<file path="src/eprom_prog_defs.svh">
// timing constants and field widths for the eprom programmer
`ifndef EPROM_PROG_DEFS_SVH
`define EPROM_PROG_DEFS_SVH
`define CLK_PERIOD_NS        10
`define ADDR_W               9
`define DATA_W               8
`define WORDS                512
`define ERASED_WORD          8'hFF
`define STROBE_HIGH_NS       150
`define STROBE_HIGH_CYC      ((`STROBE_HIGH_NS + `CLK_PERIOD_NS - 1) / `CLK_PERIOD_NS)
`define ADDR_HOLD_NS         100
`define ADDR_HOLD_CYC        ((`ADDR_HOLD_NS + `CLK_PERIOD_NS - 1) / `CLK_PERIOD_NS)
`define STROBE_TO_DATA_NS    1000
`define STROBE_TO_DATA_CYC   ((`STROBE_TO_DATA_NS + `CLK_PERIOD_NS - 1) / `CLK_PERIOD_NS)
`define DATA_SETUP_US        9
`define DATA_SETUP_CYC       ((`DATA_SETUP_US * 1000 + `CLK_PERIOD_NS - 1) / `CLK_PERIOD_NS)
`define DATA_HOLD_US         9
`define DATA_HOLD_CYC        ((`DATA_HOLD_US * 1000 + `CLK_PERIOD_NS - 1) / `CLK_PERIOD_NS)
`define PULSE_NOM_MS         20
`define PULSE_CYC            (`PULSE_NOM_MS * 1000000 / `CLK_PERIOD_NS)
`define DUTY_MAX_PCT         75
`define PULSE_GAP_CYC        ((`PULSE_CYC * (100 - `DUTY_MAX_PCT) + `DUTY_MAX_PCT - 1) / `DUTY_MAX_PCT)
`define RETRY_LIMIT          8
`endif

</file>
<file path="src/eprom_prog_pkg.sv">
// types for the eprom programmer
package eprom_prog_pkg;
    typedef enum logic [3:0] {
        ST_IDLE, ST_SETUP, ST_STROBE, ST_HOLD, ST_READ, ST_DSETUP,
        ST_PULSE, ST_DHOLD, ST_GAP, ST_VERIFY, ST_DONE
    } prog_state_t;

    typedef struct packed {
        logic [8:0] addr;
        logic [7:0] data;
    } prog_req_t;

    typedef struct packed {
        logic       done;
        logic       fail;
        logic [3:0] tries;
        logic [7:0] readback;
    } prog_rsp_t;
endpackage

</file>
<file path="src/eprom_programmer.sv">
// program and verify sequencer driving a 512 by 8 uv eprom
// What this block does
// - the strobe stays high 150 ns before its fall and address holds 100 ns.
// - address is set and program and select are high before the strobe falls.
// - the program pulse comes only while driven data is valid.
// - each program pulse lasts 20 ms, within 18 to 22 ms.
// - the pulse duty cycle stays at or under 75 percent.
// - data is stable 9 us before the pulse and 9 us after it.
// - each word is read; only a word that still needs bits cleared goes through program and verify steps.
// - words may be programmed in any order the user asks.
`timescale 1ns/1ps
`include "eprom_prog_defs.svh"
module eprom_programmer
    import eprom_prog_pkg::*;
#(
    parameter int PULSE_CYC   = `PULSE_CYC,
    parameter int GAP_CYC     = `PULSE_GAP_CYC,
    parameter int SETUP_CYC   = `DATA_SETUP_CYC,
    parameter int HOLD_CYC    = `DATA_HOLD_CYC,
    parameter int RETRY_LIMIT = `RETRY_LIMIT
)
(
    input  wire logic      ref_clk_i,
    input  wire logic      reset_i,
    input  wire logic      req_valid_i,
    output logic           req_ready_o,
    input  wire prog_req_t req_i,
    output prog_rsp_t      rsp_o,
    output logic [8:0]     word_address_o,
    output logic           address_strobe_n_o,
    output logic           program_o,
    output logic           program_pulse_o,
    output logic           select_o,
    output logic [7:0]     data_lines_o,
    output logic           data_lines_oe_o,
    input  wire logic [7:0] data_lines_i
);
    localparam int CW = 32;
    localparam int STROBE_CYC = `STROBE_HIGH_CYC;
    localparam int AHOLD_CYC  = `ADDR_HOLD_CYC;
    localparam int ACCESS_CYC = `STROBE_TO_DATA_CYC + 4;

    initial begin
        if (`ADDR_W != 9 || `DATA_W != 8 || RETRY_LIMIT < 1 ||
            RETRY_LIMIT > 15 || PULSE_CYC < 1 || SETUP_CYC < 1 ||
            HOLD_CYC < 1 || GAP_CYC * `DUTY_MAX_PCT <
            PULSE_CYC * (100 - `DUTY_MAX_PCT)) begin
            $error("eprom_programmer parameters out of range");
        end
    end

    ////////////////////////////////////////////////////////////////////////
    // data line input synchroniser
    logic [7:0] rd_sync;
    eprom_sync2 #(.WIDTH(8)) u_sync (
        .ref_clk_i (ref_clk_i),
        .reset_i   (reset_i),
        .async_i   (data_lines_i),
        .sync_o    (rd_sync)
    );

    ////////////////////////////////////////////////////////////////////////
    // sequencer state
    prog_state_t   state_ff, nxt_state;
    logic [CW-1:0] cnt_ff, nxt_cnt;
    logic [8:0]    addr_ff, nxt_addr;
    logic [7:0]    want_ff, nxt_want;
    logic [7:0]    drive_ff, nxt_drive;
    logic [7:0]    rb_ff, nxt_rb;
    logic [3:0]    tries_ff, nxt_tries;
    logic          done_ff, nxt_done;
    logic          fail_ff, nxt_fail;

    always_comb begin
        nxt_state = state_ff;
        nxt_cnt   = cnt_ff + 32'h1;
        nxt_addr  = addr_ff;
        nxt_want  = want_ff;
        nxt_drive = drive_ff;
        nxt_rb    = rb_ff;
        nxt_tries = tries_ff;
        nxt_done  = 1'b0;
        nxt_fail  = fail_ff;
        case (state_ff)
            ST_IDLE: begin
                nxt_cnt = '0;
                if (req_valid_i) begin
                    nxt_addr  = req_i.addr;
                    nxt_want  = req_i.data;
                    nxt_tries = 4'h0;
                    nxt_fail  = 1'b0;
                    nxt_state = ST_SETUP;
                end
            end
            ST_SETUP: begin
                nxt_cnt   = '0;
                nxt_state = ST_STROBE;
            end
            ST_STROBE: begin
                if (cnt_ff >= CW'(STROBE_CYC - 1)) begin
                    nxt_cnt   = '0;
                    nxt_state = ST_HOLD;
                end
            end
            ST_HOLD: begin
                if (cnt_ff >= CW'(ACCESS_CYC - 1) &&
                    cnt_ff >= CW'(AHOLD_CYC - 1)) begin
                    nxt_rb    = rd_sync;
                    nxt_cnt   = '0;
                    nxt_state = ST_READ;
                end
            end
            ST_READ: begin
                nxt_cnt = '0;
                if ((rb_ff & want_ff) != want_ff) begin
                    nxt_fail  = 1'b1;
                    nxt_state = ST_DONE;
                end else if (rb_ff == want_ff) begin
                    nxt_state = ST_DONE;
                end else begin
                    nxt_drive = want_ff | ~rb_ff;
                    nxt_state = ST_DSETUP;
                end
            end
            ST_DSETUP: begin
                if (cnt_ff >= CW'(SETUP_CYC - 1)) begin
                    nxt_cnt   = '0;
                    nxt_state = ST_PULSE;
                end
            end
            ST_PULSE: begin
                if (cnt_ff >= CW'(PULSE_CYC - 1)) begin
                    nxt_cnt   = '0;
                    nxt_tries = tries_ff + 4'h1;
                    nxt_state = ST_DHOLD;
                end
            end
            ST_DHOLD: begin
                if (cnt_ff >= CW'(HOLD_CYC - 1)) begin
                    nxt_cnt   = '0;
                    nxt_state = ST_GAP;
                end
            end
            ST_GAP: begin
                if (cnt_ff >= CW'(GAP_CYC - 1)) begin
                    nxt_cnt   = '0;
                    nxt_state = ST_VERIFY;
                end
            end
            ST_VERIFY: begin
                if (cnt_ff >= CW'(ACCESS_CYC - 1)) begin
                    nxt_rb  = rd_sync;
                    nxt_cnt = '0;
                    if (rd_sync == want_ff) begin
                        nxt_state = ST_DONE;
                    end else if (tries_ff >= 4'(RETRY_LIMIT)) begin
                        nxt_fail  = 1'b1;
                        nxt_state = ST_DONE;
                    end else begin
                        nxt_drive = want_ff | ~rd_sync;
                        nxt_state = ST_DSETUP;
                    end
                end
            end
            ST_DONE: begin
                nxt_done  = 1'b1;
                nxt_cnt   = '0;
                nxt_state = ST_IDLE;
            end
            default: begin
                nxt_state = ST_IDLE;
            end
        endcase
    end

    always_ff @(posedge ref_clk_i) begin
        if (reset_i) begin
            state_ff <= ST_IDLE;
            cnt_ff   <= '0;
            addr_ff  <= 9'h000;
            want_ff  <= 8'hFF;
            drive_ff <= 8'hFF;
            rb_ff    <= 8'hFF;
            tries_ff <= 4'h0;
            done_ff  <= 1'b0;
            fail_ff  <= 1'b0;
        end else begin
            state_ff <= nxt_state;
            cnt_ff   <= nxt_cnt;
            addr_ff  <= nxt_addr;
            want_ff  <= nxt_want;
            drive_ff <= nxt_drive;
            rb_ff    <= nxt_rb;
            tries_ff <= nxt_tries;
            done_ff  <= nxt_done;
            fail_ff  <= nxt_fail;
        end
    end

    ////////////////////////////////////////////////////////////////////////
    // pin drive
    logic strobe_low;
    logic driving;
    assign strobe_low = (state_ff != ST_IDLE) && (state_ff != ST_SETUP) &&
                        (state_ff != ST_STROBE) && (state_ff != ST_DONE);
    assign driving    = (state_ff == ST_DSETUP) || (state_ff == ST_PULSE) ||
                        (state_ff == ST_DHOLD);

    assign req_ready_o        = (state_ff == ST_IDLE);
    assign word_address_o     = addr_ff;
    assign address_strobe_n_o = ~strobe_low;
    assign program_o          = 1'b1;
    assign select_o           = ~((state_ff == ST_HOLD && cnt_ff != '0) ||
                                  state_ff == ST_VERIFY);
    assign program_pulse_o    = (state_ff == ST_PULSE);
    assign data_lines_o       = drive_ff;
    assign data_lines_oe_o    = driving;
    assign rsp_o.done         = done_ff;
    assign rsp_o.fail         = fail_ff;
    assign rsp_o.tries        = tries_ff;
    assign rsp_o.readback     = rb_ff;

    ////////////////////////////////////////////////////////////////////////
    // checks
    property p_pulse_data;
        @(posedge ref_clk_i) disable iff (reset_i)
        program_pulse_o |-> data_lines_oe_o && !address_strobe_n_o;
    endproperty
    a_pulse_data: assert property (p_pulse_data)
        else $error("pulse without driven data");

    property p_pulse_len;
        @(posedge ref_clk_i) disable iff (reset_i)
        $fell(program_pulse_o) |-> state_ff == ST_DHOLD &&
            $past(cnt_ff) == CW'(PULSE_CYC - 1);
    endproperty
    a_pulse_len: assert property (p_pulse_len)
        else $error("pulse ended off schedule");

    property p_setup;
        @(posedge ref_clk_i) disable iff (reset_i)
        $rose(program_pulse_o) |-> $past(data_lines_oe_o) &&
            $stable(data_lines_o);
    endproperty
    a_setup: assert property (p_setup)
        else $error("data not set up before pulse");

    property p_hold;
        @(posedge ref_clk_i) disable iff (reset_i)
        $fell(program_pulse_o) |-> data_lines_oe_o && $stable(data_lines_o);
    endproperty
    a_hold: assert property (p_hold)
        else $error("data released at pulse end");

    property p_gap;
        @(posedge ref_clk_i) disable iff (reset_i)
        $fell(data_lines_oe_o) |-> !program_pulse_o [*8];
    endproperty
    a_gap: assert property (p_gap)
        else $error("pulse gap too short");

    property p_strobe_high;
        @(posedge ref_clk_i) disable iff (reset_i)
        $fell(address_strobe_n_o) |-> $past(address_strobe_n_o, 8);
    endproperty
    a_strobe_high: assert property (p_strobe_high)
        else $error("strobe high time short");

    property p_addr_hold;
        @(posedge ref_clk_i) disable iff (reset_i)
        !address_strobe_n_o |-> $stable(word_address_o);
    endproperty
    a_addr_hold: assert property (p_addr_hold)
        else $error("address changed during hold");

    property p_prog_high;
        @(posedge ref_clk_i) disable iff (reset_i)
        $fell(address_strobe_n_o) |-> program_o && select_o && $past(select_o);
    endproperty
    a_prog_high: assert property (p_prog_high)
        else $error("program or select low at strobe");

    property p_retry;
        @(posedge ref_clk_i) disable iff (reset_i)
        program_pulse_o |-> tries_ff < 4'(RETRY_LIMIT);
    endproperty
    a_retry: assert property (p_retry)
        else $error("retry limit exceeded");

    c_pulse: cover property (@(posedge ref_clk_i) $rose(program_pulse_o));
    c_done:  cover property (@(posedge ref_clk_i) rsp_o.done && !rsp_o.fail);
    c_fail:  cover property (@(posedge ref_clk_i) rsp_o.done && rsp_o.fail);
    c_retry: cover property (@(posedge ref_clk_i)
                             program_pulse_o && tries_ff == 4'h1);
endmodule // eprom_programmer

</file>
<file path="src/eprom_sync2.sv">
// two flip-flop synchroniser for the eprom data lines
`timescale 1ns/1ps
module eprom_sync2
#(
    parameter int WIDTH = 8
)
(
    input  wire logic             ref_clk_i,
    input  wire logic             reset_i,
    input  wire logic [WIDTH-1:0] async_i,
    output logic      [WIDTH-1:0] sync_o
);
    logic [WIDTH-1:0] meta_ff;
    logic [WIDTH-1:0] sync_ff;

    initial begin
        if (WIDTH < 1) begin
            $error("eprom_sync2 width must be positive");
        end
    end

    always_ff @(posedge ref_clk_i) begin
        if (reset_i) begin
            meta_ff <= '0;
            sync_ff <= '0;
        end else begin
            meta_ff <= async_i;
            sync_ff <= meta_ff;
        end
    end

    assign sync_o = sync_ff;
endmodule // eprom_sync2

</file>
<file path="config.mk">
export PLATFORM = sky130hd
export DESIGN_NAME = eprom_programmer
export DESIGN_NICKNAME = d
export VERILOG_FILES = /design/src/eprom_prog_pkg.sv /design/src/eprom_programmer.sv /design/src/eprom_sync2.sv
export VERILOG_INCLUDE_DIRS = /design/src
export SDC_FILE = /design/constraint.sdc
export NUM_CORES = 1
export LEC_CHECK = 0
export BUFFER_PORTS_ARGS = -buffer_cell sky130_fd_sc_hd__buf_2
export CORE_MARGIN = 5
export CORE_UTILIZATION = 44
export DETAILED_ROUTE_END_ITERATION = 7
export PLACE_DENSITY = 0.68
export SLEW_MARGIN = 20
export SYNTH_ARGS = -nofsm -noshare
export SYNTH_HDL_FRONTEND = slang
export SYNTH_SLANG_ARGS = --single-unit
</file>
<file path="constraint.sdc">
create_clock -name ref_clk_i -period 2.8 [get_ports ref_clk_i]
set_clock_uncertainty 0.1 [all_clocks]
set_input_delay 0 -clock ref_clk_i [delete_from_list [all_inputs] [get_ports ref_clk_i]]
set_output_delay 0 -clock ref_clk_i [all_outputs]
set_load 0.05 [all_outputs]
</file>
==> results.sh, run 1 <==
export IMPL_status="complete, no violations"
export IMPL_synth_area_per_cell_um2=8.19
export IMPL_grtUsageTotal_pct=17.9
export IMPL_dieArea_mm2=0.0119
export IMPL_clkSinkCount=91
export IMPL_hold_viol=0
export IMPL_ys_seq_elements=91
export IMPL_synth_area_mm2=0.00433
export IMPL_clkTransAtPathRegs_ns=0.10
export IMPL_worstHoldPathCells=2
export IMPL_drc_errors=0
export IMPL_fin_cells=747
export IMPL_post_synth_top_area_fraction_pct=42.1
export IMPL_synth_flop_cell="dfxtp_1"
export IMPL_max_slew_margin_pct=58.1
export IMPL_final_cell_mix="dfxtp_1, nand2_1, nor2_1"
export IMPL_syn_to_final_growth_pct=20.7
export IMPL_drive_gt1_share_pct=15.8
export IMPL_chipWidth_um=109
export IMPL_min_delay_start="reset_i"
export IMPL_synth_distinct_cells=53
export IMPL_clockRootBuffer="clkbuf_8"
export IMPL_synth_adder_area_share_pct=3.76
export IMPL_start_util_pct=44.7
export IMPL_pin_count=65
export IMPL_layout_commonest_cell="dfxtp_1"
export IMPL_io_buffers=63
export IMPL_crit_family="compound AO/OA/AOI/OAI gates"
export IMPL_cpMaxStageDelayCell="dfxtp_1"
export IMPL_crit_chain="or3_1 > and4b_1 > a221o_1 > a211oi_2 > o21ai_2 > o21ai_4 > buf_12 > nor2_1"
export IMPL_finalSetupViolations=0
export IMPL_worstHoldPathType="input pin to register"
export IMPL_syn_inst=529
export IMPL_critical_path_class="register to register"
export IMPL_cp_slowest_stage_delay_ns=0.42
export IMPL_htreeDepth=3
export IMPL_diodes=0
export IMPL_synth_top_family_by_area="simple AND/OR/NAND/NOR gates"
export IMPL_synth_mux_area_share_pct=1.85
export IMPL_r2r_end="cnt_ff[28]"
export IMPL_clk_latency_ns=0.38
export IMPL_wl_per_cell_um=13.6
export IMPL_syn_nets=570
export IMPL_yosysWarnings=0
export IMPL_first_global_vias=3601
export IMPL_maxCapViolCount=0
export IMPL_die_y_um=109
export IMPL_grt_max_degree=37
export IMPL_r2r_setup_slack_ns=0.24
export IMPL_synth_top_cell_by_area="dfxtp_1"
export IMPL_grt_overflow=0
export IMPL_grt_pass1_wl_um=16900
export IMPL_cts_tree="yes"
export IMPL_rr_worst_depth=8
export IMPL_final_nets=650
export IMPL_worst_ep_required_time_ns=2.97
export IMPL_slew_viol_final=0
export IMPL_synth_compound_area_share_pct=10.7
export IMPL_rsz0062_at_grt="no"
export IMPL_place_gp_congestion=0.897
export IMPL_post_drt_via_cell_ratio=5.09
export IMPL_drtIter0Drc=291
export IMPL_dr_pass1_iters=5
export IMPL_cp_arrival_ns=2.73
export IMPL_yosys_top_cells_area="dfxtp_1, nand2_1, xnor2_1"
export IMPL_r2r_start="cnt_ff[7]"
export IMPL_core_area_mm2=0.00968
export IMPL_end_kind="register"
export IMPL_ir_drop_mv=0.531
export IMPL_worst_path_stages=8
export IMPL_seq_area_frac_synth_pct=42.1
export IMPL_postCtsResizedCells=0
export IMPL_dpl_hpwl_um=7070
export IMPL_post_route_period_util_pct=91.6
export IMPL_synth_xor_area_share_pct=8.29
export IMPL_ant_nets=0
export IMPL_powerDensity_mw_per_mm2=760
export IMPL_synth_edf_count=0
export IMPL_numCtsBuffers=9
export IMPL_finalWirelength_um=10100
export IMPL_crit_buf_inv=1
export IMPL_tightest_slew_ns=0.627
export IMPL_setup_tns_final_ns=0
export IMPL_max_freq_mhz=390
export IMPL_core_rowCount=36
export IMPL_synth_simple_gate_area_share_pct=27.9
export IMPL_min_period_ns=2.56
export IMPL_start_kind="register"
export IMPL_ys_async_sr_fraction_pct=0
export IMPL_worstPathMaxFanout=25
export IMPL_dr_total_vias=3800
export IMPL_placed_cells=705
export IMPL_clockBufferDepth=2
export IMPL_whs_endpoint="u_sync.sync_o[2]"
export IMPL_p_leak_nw=2.23
export IMPL_antenna_found_initial=0
-- cell type report --
| class | count | area (um^2) |
|---|---|---|
| clock buffer | 9 | 124 |
| clock inverter | 7 | 87.6 |
| fill | 901 | 4460 |
| inverter | 20 | 75.1 |
| multi-input combinational | 388 | 2280 |
| sequential | 91 | 1820 |
| tap | 133 | 166 |
| timing repair buffer | 99 | 673 |
-- flip-flops by register name, indices dropped and copies added (netlist names) --
| signal | flops |
|---|---|
| tries_ff | 4 |
| done_ff | 1 |
| u_sync.sync_o | 8 |
| cnt_ff | 32 |
| want_ff | 8 |
| rb_ff | 8 |
| state_ff | 4 |
| u_sync.meta_ff | 8 |
| word_address_o | 9 |
| fail_ff | 1 |
| data_lines_o | 8 |
-- how the worst max path moves through the flow --
stage / slack (ns) / to / start
floorplan: 0.32 / select_o / cnt_ff[24]
global placement: 0.32 / cnt_ff[26] / cnt_ff[2]
detailed placement: 0.25 / rb_ff[5] / cnt_ff[24]
CTS: 0.21 / rb_ff[4] / cnt_ff[30]
global route: 0.04 / cnt_ff[29] / cnt_ff[1]
finish: 0.24 / cnt_ff[28] / cnt_ff[7]
-- synth_stat cells, types with 2 or more instances --
cell	instances
nand4_1	9
and4b_1	2
nor3_1	16
nor2_1	64
a211oi_1	3
inv_1	19
nor4_1	7
nand3_1	24
buf_2	4
or2_2	2
nand2_1	85
buf_6	3
nand3b_1	2
nand2b_1	5
o21ai_0	8
mux2i_1	8
nor3b_1	3
buf_4	4
o211ai_1	12
xor2_1	13
xnor2_1	28
or3_1	4
a21oi_1	24
a21boi_0	2
and3_1	11
dfxtp_1	91
a21o_1	3
clkbuf_1	18
ha_1	13
nor2b_1	19
-- logic make-up after synthesis --
logic type               count (synthesis)
adder cells (fa/ha/maj)                 13
other                                    1
multiplexers                             8
XOR/XNOR                                41
AO/OA/AOI/OAI                           68
AND/OR/NAND/NOR                        257
buffers and inverters                   50
flip-flops                              91
-- worst reg2reg max path, stage by stage, from the launching register on --
cell      delay [ns]
dfxtp_1         0.42
or3_1           0.24
and4b_1         0.22
a221o_1         0.36
a211oi_2        0.35
o21ai_2         0.19
o21ai_4         0.32
buf_12          0.21
nor2_1          0.07
-- through the flow --
step           worst slack, ns  utilization (%)  area (um^2)  hold WS [ns]  total power (W)
2_1_floorplan            0.320                -         4330        0.0242          0.00268
3_3_place_gp             0.319             49.0         4740         0.108          0.00298
3_5_place_dp             0.250             49.0         4740         0.113          0.00301
4_1_cts                  0.209             53.8         5210        0.0126          0.00399
5_1_grt                 0.0420             54.0         5230        0.0498          0.00421
6_report                 0.236             54.0         5230        0.0281          0.00397
-- what timing repair did --
item                       CTS  global route
setup buffers                0             1
hold endpoints to repair    25             0
setup endpoints to repair    0             3
hold buffers                25             0
-- layer usage --
metal | global-route usage (%) | part of all wire (%) | vias to the layer above | wire, um
met2 | 29.2 | 47 | 125 | 4750
met1 | 22.8 | 45 | 1725 | 4540
met4 | 4.36 | 1.2 | 0 | 119
met5 | 0 | 0 | - | 0
li1 | - | - | 1937 | -
met3 | 6.39 | 7.2 | 13 | 730
-- power breakdown --
part | leakage (nW) | switching, W | total [W] | internal [W]
combinational | 1.38 | 0.000954 | 0.00141 | 0.000460
clock | 0.109 | 0.000517 | 0.000955 | 0.000438
sequential | 0.741 | 0.000168 | 0.00160 | 0.00144
Note: power is estimated with default switching activity, not from simulation.
==> inputs of run 2 (changes only) <==
--- a/config.mk
+++ b/config.mk
@@ -9,6 +9,7 @@
 export BUFFER_PORTS_ARGS = -buffer_cell sky130_fd_sc_hd__buf_2
 export CORE_MARGIN = 5
 export CORE_UTILIZATION = 44
+export CTS_CLUSTER_DIAMETER = 50
 export DETAILED_ROUTE_END_ITERATION = 7
 export PLACE_DENSITY = 0.68
 export SLEW_MARGIN = 20
==> constraint.sdc (replaced) <==
create_clock -name ref_clk_i -period 2.9 [get_ports ref_clk_i]
set_clock_uncertainty 0.1 [all_clocks]
set_input_delay 0 -clock ref_clk_i [delete_from_list [all_inputs] [get_ports ref_clk_i]]
set_output_delay 0 -clock ref_clk_i [all_outputs]
set_load 0.05 [all_outputs]
==> run 2 against run 1 <==
Against the previous run:
- via count fell by 2.6%
- clock power down 19%
- final cell count decreased by 0.40%
- worst setup slack gained 0.070 ns
- sequential share of layout area grew 0.48 points
- fmax shrank 1.2%
- critical path type unchanged
- critical endpoint is now cnt_ff[24]
- highest routed layer unchanged
==> results.sh, run 2 (synthesized netlist as in run 1, its figures left out) <==
export IMPL_rr_worst_depth=8
export IMPL_fillCellCount=914
export IMPL_post_route_period_util_pct=89.4
export IMPL_ir_drop_mv=0.546
export IMPL_setup_tns_final_ns=0
export IMPL_ff_latch_area_mm2=0.00182
export IMPL_final_nets=647
export IMPL_grt_pass1_wl_um=16500
export IMPL_whs_endpoint="u_sync.sync_o[1]"
export IMPL_clk_latency_ns=0.38
export IMPL_r2r_start="cnt_ff[2]"
export IMPL_drc_errors=0
export IMPL_drive_gt1_share_pct=15.2
export IMPL_final_cell_mix="dfxtp_1, nand2_1, nor2_1"
export IMPL_clockRootBuffer="clkbuf_8"
export IMPL_dieArea_mm2=0.0119
export IMPL_clkTransAtPathRegs_ns=0.10
export IMPL_pin_count=65
export IMPL_r2r_end="cnt_ff[24]"
export IMPL_worstHoldPathCells=2
export IMPL_max_slew_margin_pct=49.1
export IMPL_largest_register_ffs=32
export IMPL_grt_overflow=0
export IMPL_clkSinkCount=91
export IMPL_wl_per_cell_um=13.3
export IMPL_dpl_hpwl_um=7070
export IMPL_syn_to_final_growth_pct=19.0
export IMPL_worstPathMaxFanout=25
export IMPL_hold_viol=0
export IMPL_numCtsBuffers=9
export IMPL_p_leak_nw=2.19
export IMPL_start_kind="register"
export IMPL_p_int_w=0.00214
export IMPL_crit_buf_inv=1
export IMPL_place_gp_congestion=0.893
export IMPL_grt_max_degree=37
export IMPL_crit_family="compound AO/OA/AOI/OAI gates"
export IMPL_crit_chain="o211ai_1 > and4b_1 > a221o_1 > a211oi_2 > o21ai_2 > o21ai_4 > buf_12 > nor2_1"
export IMPL_diodes=0
export IMPL_core_area_mm2=0.00968
export IMPL_antenna_found_initial=0
export IMPL_layout_commonest_cell="dfxtp_1"
export IMPL_critical_path_class="register to register"
export IMPL_clockBufferDepth=2
export IMPL_min_delay_start="reset_i"
export IMPL_htreeDepth=3
export IMPL_multi_input_area_mm2=0.00228
export IMPL_grtUsageTotal_pct=17.7
export IMPL_dr_pass1_iters=7
export IMPL_die_y_um=109
export IMPL_io_buffers=63
export IMPL_cts_tree="yes"
export IMPL_end_kind="register"
export IMPL_seq_power_share_pct=42.0
export IMPL_p_comb_share_pct=36.9
export IMPL_dr_total_vias=3703
export IMPL_r2r_setup_slack_ns=0.31
export IMPL_cp_arrival_ns=2.76
export IMPL_min_period_ns=2.59
export IMPL_tightest_slew_ns=0.764
export IMPL_drtIter0Drc=306
export IMPL_cp_slowest_stage_delay_ns=0.53
export IMPL_chipWidth_um=109
export IMPL_first_global_vias=3502
export IMPL_start_util_pct=44.7
export IMPL_cpMaxStageDelayCell="dfxtp_1"
export IMPL_rsz0062_at_grt="no"
export IMPL_maxCapViolCount=0
export IMPL_placed_cells=703
export IMPL_fin_hold_ws_ns=0.0302
export IMPL_worstHoldPathType="input pin to register"
export IMPL_max_freq_mhz=386
export IMPL_finalSetupViolations=0
export IMPL_powerDensity_mw_per_mm2=713
export IMPL_slew_viol_final=0
export IMPL_status="complete, no violations"
export IMPL_ant_nets=0
export IMPL_regMostFlops="cnt_ff"
export IMPL_netSwitchingFraction_pct=41.8
export IMPL_finalWirelength_um=9920
export IMPL_power_share_clock_pct=21.1
export IMPL_power_switching_w=0.00153
export IMPL_worst_ep_required_time_ns=3.06
export IMPL_core_rowCount=36
export IMPL_fin_cells=744
export IMPL_post_drt_via_cell_ratio=4.98
## run 2: cell types whose count changed in the layout (fill, tap and decap cells not counted), moves of 2 or more
| cell | delta |
|---|---|
| buf_4 | -2 |
| inv_8 | -2 |
| inv_6 | -2 |
| clkinv_4 | +2 |
## run 2: power by group through the flow
stage          clock [W]  sequential, W  combinational (W)
3_5_place_dp           0        0.00157            0.00133
2_1_floorplan          0        0.00171           0.000875
5_1_grt         0.000862        0.00157            0.00148
4_1_cts         0.000813        0.00154            0.00135
6_report        0.000775        0.00154            0.00136
3_3_place_gp           0        0.00157            0.00130
## run 2: area by class of cell
type	count	area share (%)
clock inverter	6	0.922
multi-input combinational	388	44.2
inverter	20	1.46
sequential	91	35.3
tap	133	3.23
timing repair buffer	96	12.4
clock buffer	10	2.48
## run 2: how the worst max path moves through the flow
stage	start	to	slack [ns]	cells past startpoint
after global placement	cnt_ff[2]	cnt_ff[26]	0.42	8
after detailed placement	cnt_ff[24]	rb_ff[5]	0.30	7
final	cnt_ff[2]	cnt_ff[24]	0.31	8
after global routing	cnt_ff[1]	cnt_ff[24]	0.1	8
after CTS	cnt_ff[24]	rb_ff[5]	0.31	7
after floorplan	cnt_ff[24]	select_o	0.42	6
## run 2: through the flow
| step | instance area (um^2) | power, W | util [%] | worst slack (ns) |
|---|---|---|---|---|
| 6_report | 5150 | 0.00367 | 53.2 | 0.306 |
| 5_1_grt | 5150 | 0.00392 | 53.2 | 0.0965 |
| 4_1_cts | 5150 | 0.00371 | 53.2 | 0.311 |
| 3_5_place_dp | 4730 | 0.00290 | 48.8 | 0.303 |
| 3_3_place_gp | 4730 | 0.00286 | 48.8 | 0.418 |
| 2_1_floorplan | 4330 | 0.00258 | - | 0.420 |
## run 2: worst register-to-register path: cells and delay by family, from the launching register on
kind | cells | cell delay, ns
AOI/OAI and AO/OA | 5 | 1.38
buffers and inverters | 1 | 0.21
DFF | 1 | 0.53
and+or+nand+nor | 2 | 0.27
## run 2: per-layer routing
metal / GRT usage [%] / part of all wire [%] / up-vias
met5: 0 / 0 / -
met4: 6.95 / 1.7 / 0
met3: 5.62 / 5.8 / 11
met2: 28.3 / 47 / 98
met1: 22.2 / 45 / 1664
li1: - / - / 1930
## run 2: timing repair
item | 4_1_cts | 5_1_grt
hold buffers | 25 | 0
setup buffers | 0 | 0
resized for setup | 0 | 0
endpoints found under the hold margin | 25 | 0
setup endpoints to repair | 0 | 0
==> inputs of run 3 (changes only) <==
--- a/config.mk
+++ b/config.mk
@@ -9,6 +9,7 @@
 export BUFFER_PORTS_ARGS = -buffer_cell sky130_fd_sc_hd__buf_2
 export CORE_MARGIN = 5
 export CORE_UTILIZATION = 44
+export CTS_BUF_LIST = sky130_fd_sc_hd__clkbuf_8
 export CTS_CLUSTER_DIAMETER = 50
 export DETAILED_ROUTE_END_ITERATION = 7
 export PLACE_DENSITY = 0.68
==> run 3 against run 2 <==
Against the previous run:
- final cell count stayed put
- flip-flop and latch count stayed put
- largest power group unchanged
- largest cell class unchanged
- sequential share of layout area stayed put
==> results.sh, run 3 (synthesized netlist as in run 1, its figures left out) <==
export IMPL_status="complete, no violations"
export IMPL_maxCapViolCount=0
export IMPL_ir_drop_mv=0.546
export IMPL_r2r_start="cnt_ff[2]"
export IMPL_numCtsBuffers=9
export IMPL_grt_max_degree=37
export IMPL_clockBufferDepth=2
export IMPL_place_gp_congestion=0.893
export IMPL_cp_slowest_stage_delay_ns=0.53
export IMPL_core_rowCount=36
export IMPL_cp_startpoint="cnt_ff[2]"
export IMPL_cts_tree="yes"
export IMPL_regMostFlops="cnt_ff"
export IMPL_dieArea_mm2=0.0119
export IMPL_pin_count=65
export IMPL_htreeDepth=3
export IMPL_clkSinkCount=91
export IMPL_start_kind="register"
export IMPL_fillCellCount=914
export IMPL_dpl_hpwl_um=7070
export IMPL_r2r_end="cnt_ff[24]"
export IMPL_diodes=0
export IMPL_worst_ep_required_time_ns=3.07
export IMPL_worstHoldPathType="input pin to register"
export IMPL_drc_errors=0
export IMPL_core_area_mm2=0.00968
export IMPL_grt_pass1_wl_um=16500
export IMPL_post_route_period_util_pct=89.2
export IMPL_cp_endpoint="cnt_ff[24]"
export IMPL_fin_util_pct=53.2
export IMPL_dr_pass1_iters=4
export IMPL_max_freq_mhz=387
export IMPL_start_util_pct=44.7
export IMPL_drive_gt1_share_pct=15.2
export IMPL_slew_viol_final=0
export IMPL_grtUsageTotal_pct=17.7
export IMPL_max_slew_margin_pct=49.1
export IMPL_setup_tns_final_ns=0
export IMPL_layout_commonest_cell="dfxtp_1"
export IMPL_die_y_um=109
export IMPL_cts_setup_buffers=0
export IMPL_dr_total_vias=3714
export IMPL_finalSetupViolations=0
export IMPL_finalWirelength_um=9930
export IMPL_rr_worst_depth=8
export IMPL_fin_hold_ws_ns=0.0219
export IMPL_ant_nets=0
export IMPL_cp_arrival_ns=2.76
export IMPL_post_drt_via_cell_ratio=4.99
export IMPL_worstPathMaxFanout=25
export IMPL_postCtsResizedCells=0
export IMPL_wl_per_cell_um=13.3
export IMPL_chipWidth_um=109
export IMPL_clockRootBuffer="clkbuf_8"
export IMPL_clk_latency_ns=0.39
export IMPL_p_leak_nw=2.19
export IMPL_syn_to_final_growth_pct=19.0
export IMPL_cpMaxStageDelayCell="dfxtp_1"
export IMPL_critical_path_class="register to register"
export IMPL_min_period_ns=2.59
export IMPL_final_cell_mix="dfxtp_1, nand2_1, nor2_1"
export IMPL_io_buffers=63
export IMPL_clkTransAtPathRegs_ns=0.10
export IMPL_drtIter0Drc=309
export IMPL_largest_register_ffs=32
export IMPL_crit_chain="o211ai_1 > and4b_1 > a221o_1 > a211oi_2 > o21ai_2 > o21ai_4 > buf_12 > nor2_1"
export IMPL_final_nets=647
export IMPL_antenna_found_initial=0
export IMPL_powerDensity_mw_per_mm2=712
export IMPL_grt_overflow=0
export IMPL_rsz0062_at_grt="no"
export IMPL_hold_viol=0
export IMPL_tightest_slew_ns=0.764
export IMPL_first_global_vias=3502
export IMPL_end_kind="register"
export IMPL_r2r_setup_slack_ns=0.31
==> run 3: cell type report <==
cell class	count	area, um^2	area share, %
Tap cell	133	166	3.23
Timing Repair Buffer	96	638	12.4
Clock inverter	7	51.3	0.995
Clock buffer	9	124	2.40
Multi-Input combinational cell	388	2280	44.2
Sequential cell	91	1820	35.3
Inverter	20	75.1	1.46
==> run 3: timing repair <==
item / CTS / global route
hold buffers: 25 / 0
endpoints found under the hold margin: 25 / 0
setup endpoints to repair: 0 / 0
==> run 3: worst max-delay path: cells and delay by family (launching register included) <==
kind	cells	cell delay (ns)
buffers and inverters	1	0.21
AO/OA/AOI/OAI	5	1.37
flip-flops	1	0.53
AND/OR/NAND/NOR	2	0.27
==> run 3: power by group <==
| group | switching [W] | total (W) | internal (W) |
|---|---|---|---|
| clock | 0.000460 | 0.000775 | 0.000315 |
| sequential | 0.000157 | 0.00154 | 0.00139 |
| combinational | 0.000919 | 0.00135 | 0.000434 |
==> run 3: stage by stage <==
step           cell area, um^2  std cells  worst slack, ns  power (W)
4_1_cts                   5150        744            0.311    0.00370
6_report                  5150        744            0.313    0.00367
2_1_floorplan             4330        529            0.420    0.00258
3_3_place_gp              4730        703            0.418    0.00286
5_1_grt                   5150        744           0.0965    0.00391
3_5_place_dp              4730        703            0.303    0.00290
==> run 3: how the worst min path moves through the flow <==
stage / start / end / slack (ns) / cells after the start
2_1_floorplan: req_i[0] / want_ff[0] / 0.02 / 2
3_3_place_gp: data_lines_i[5] / u_sync.meta_ff[5] / 0.11 / 2
3_5_place_dp: data_lines_i[5] / u_sync.meta_ff[5] / 0.11 / 2
4_1_cts: reset_i / u_sync.sync_o[1] / 0.008 / 2
5_1_grt: reset_i / u_sync.sync_o[1] / 0.05 / 2
6_report: reset_i / u_sync.sync_o[1] / 0.02 / 2
==> run 3: layer usage <==
metal,global-route usage [%],vias up,routed length (um)
li1,-,1930,-
met2,28.3,92,4670
met3,5.62,11,642
met5,0,-,0
met4,6.95,0,144
met1,22.2,1681,4470
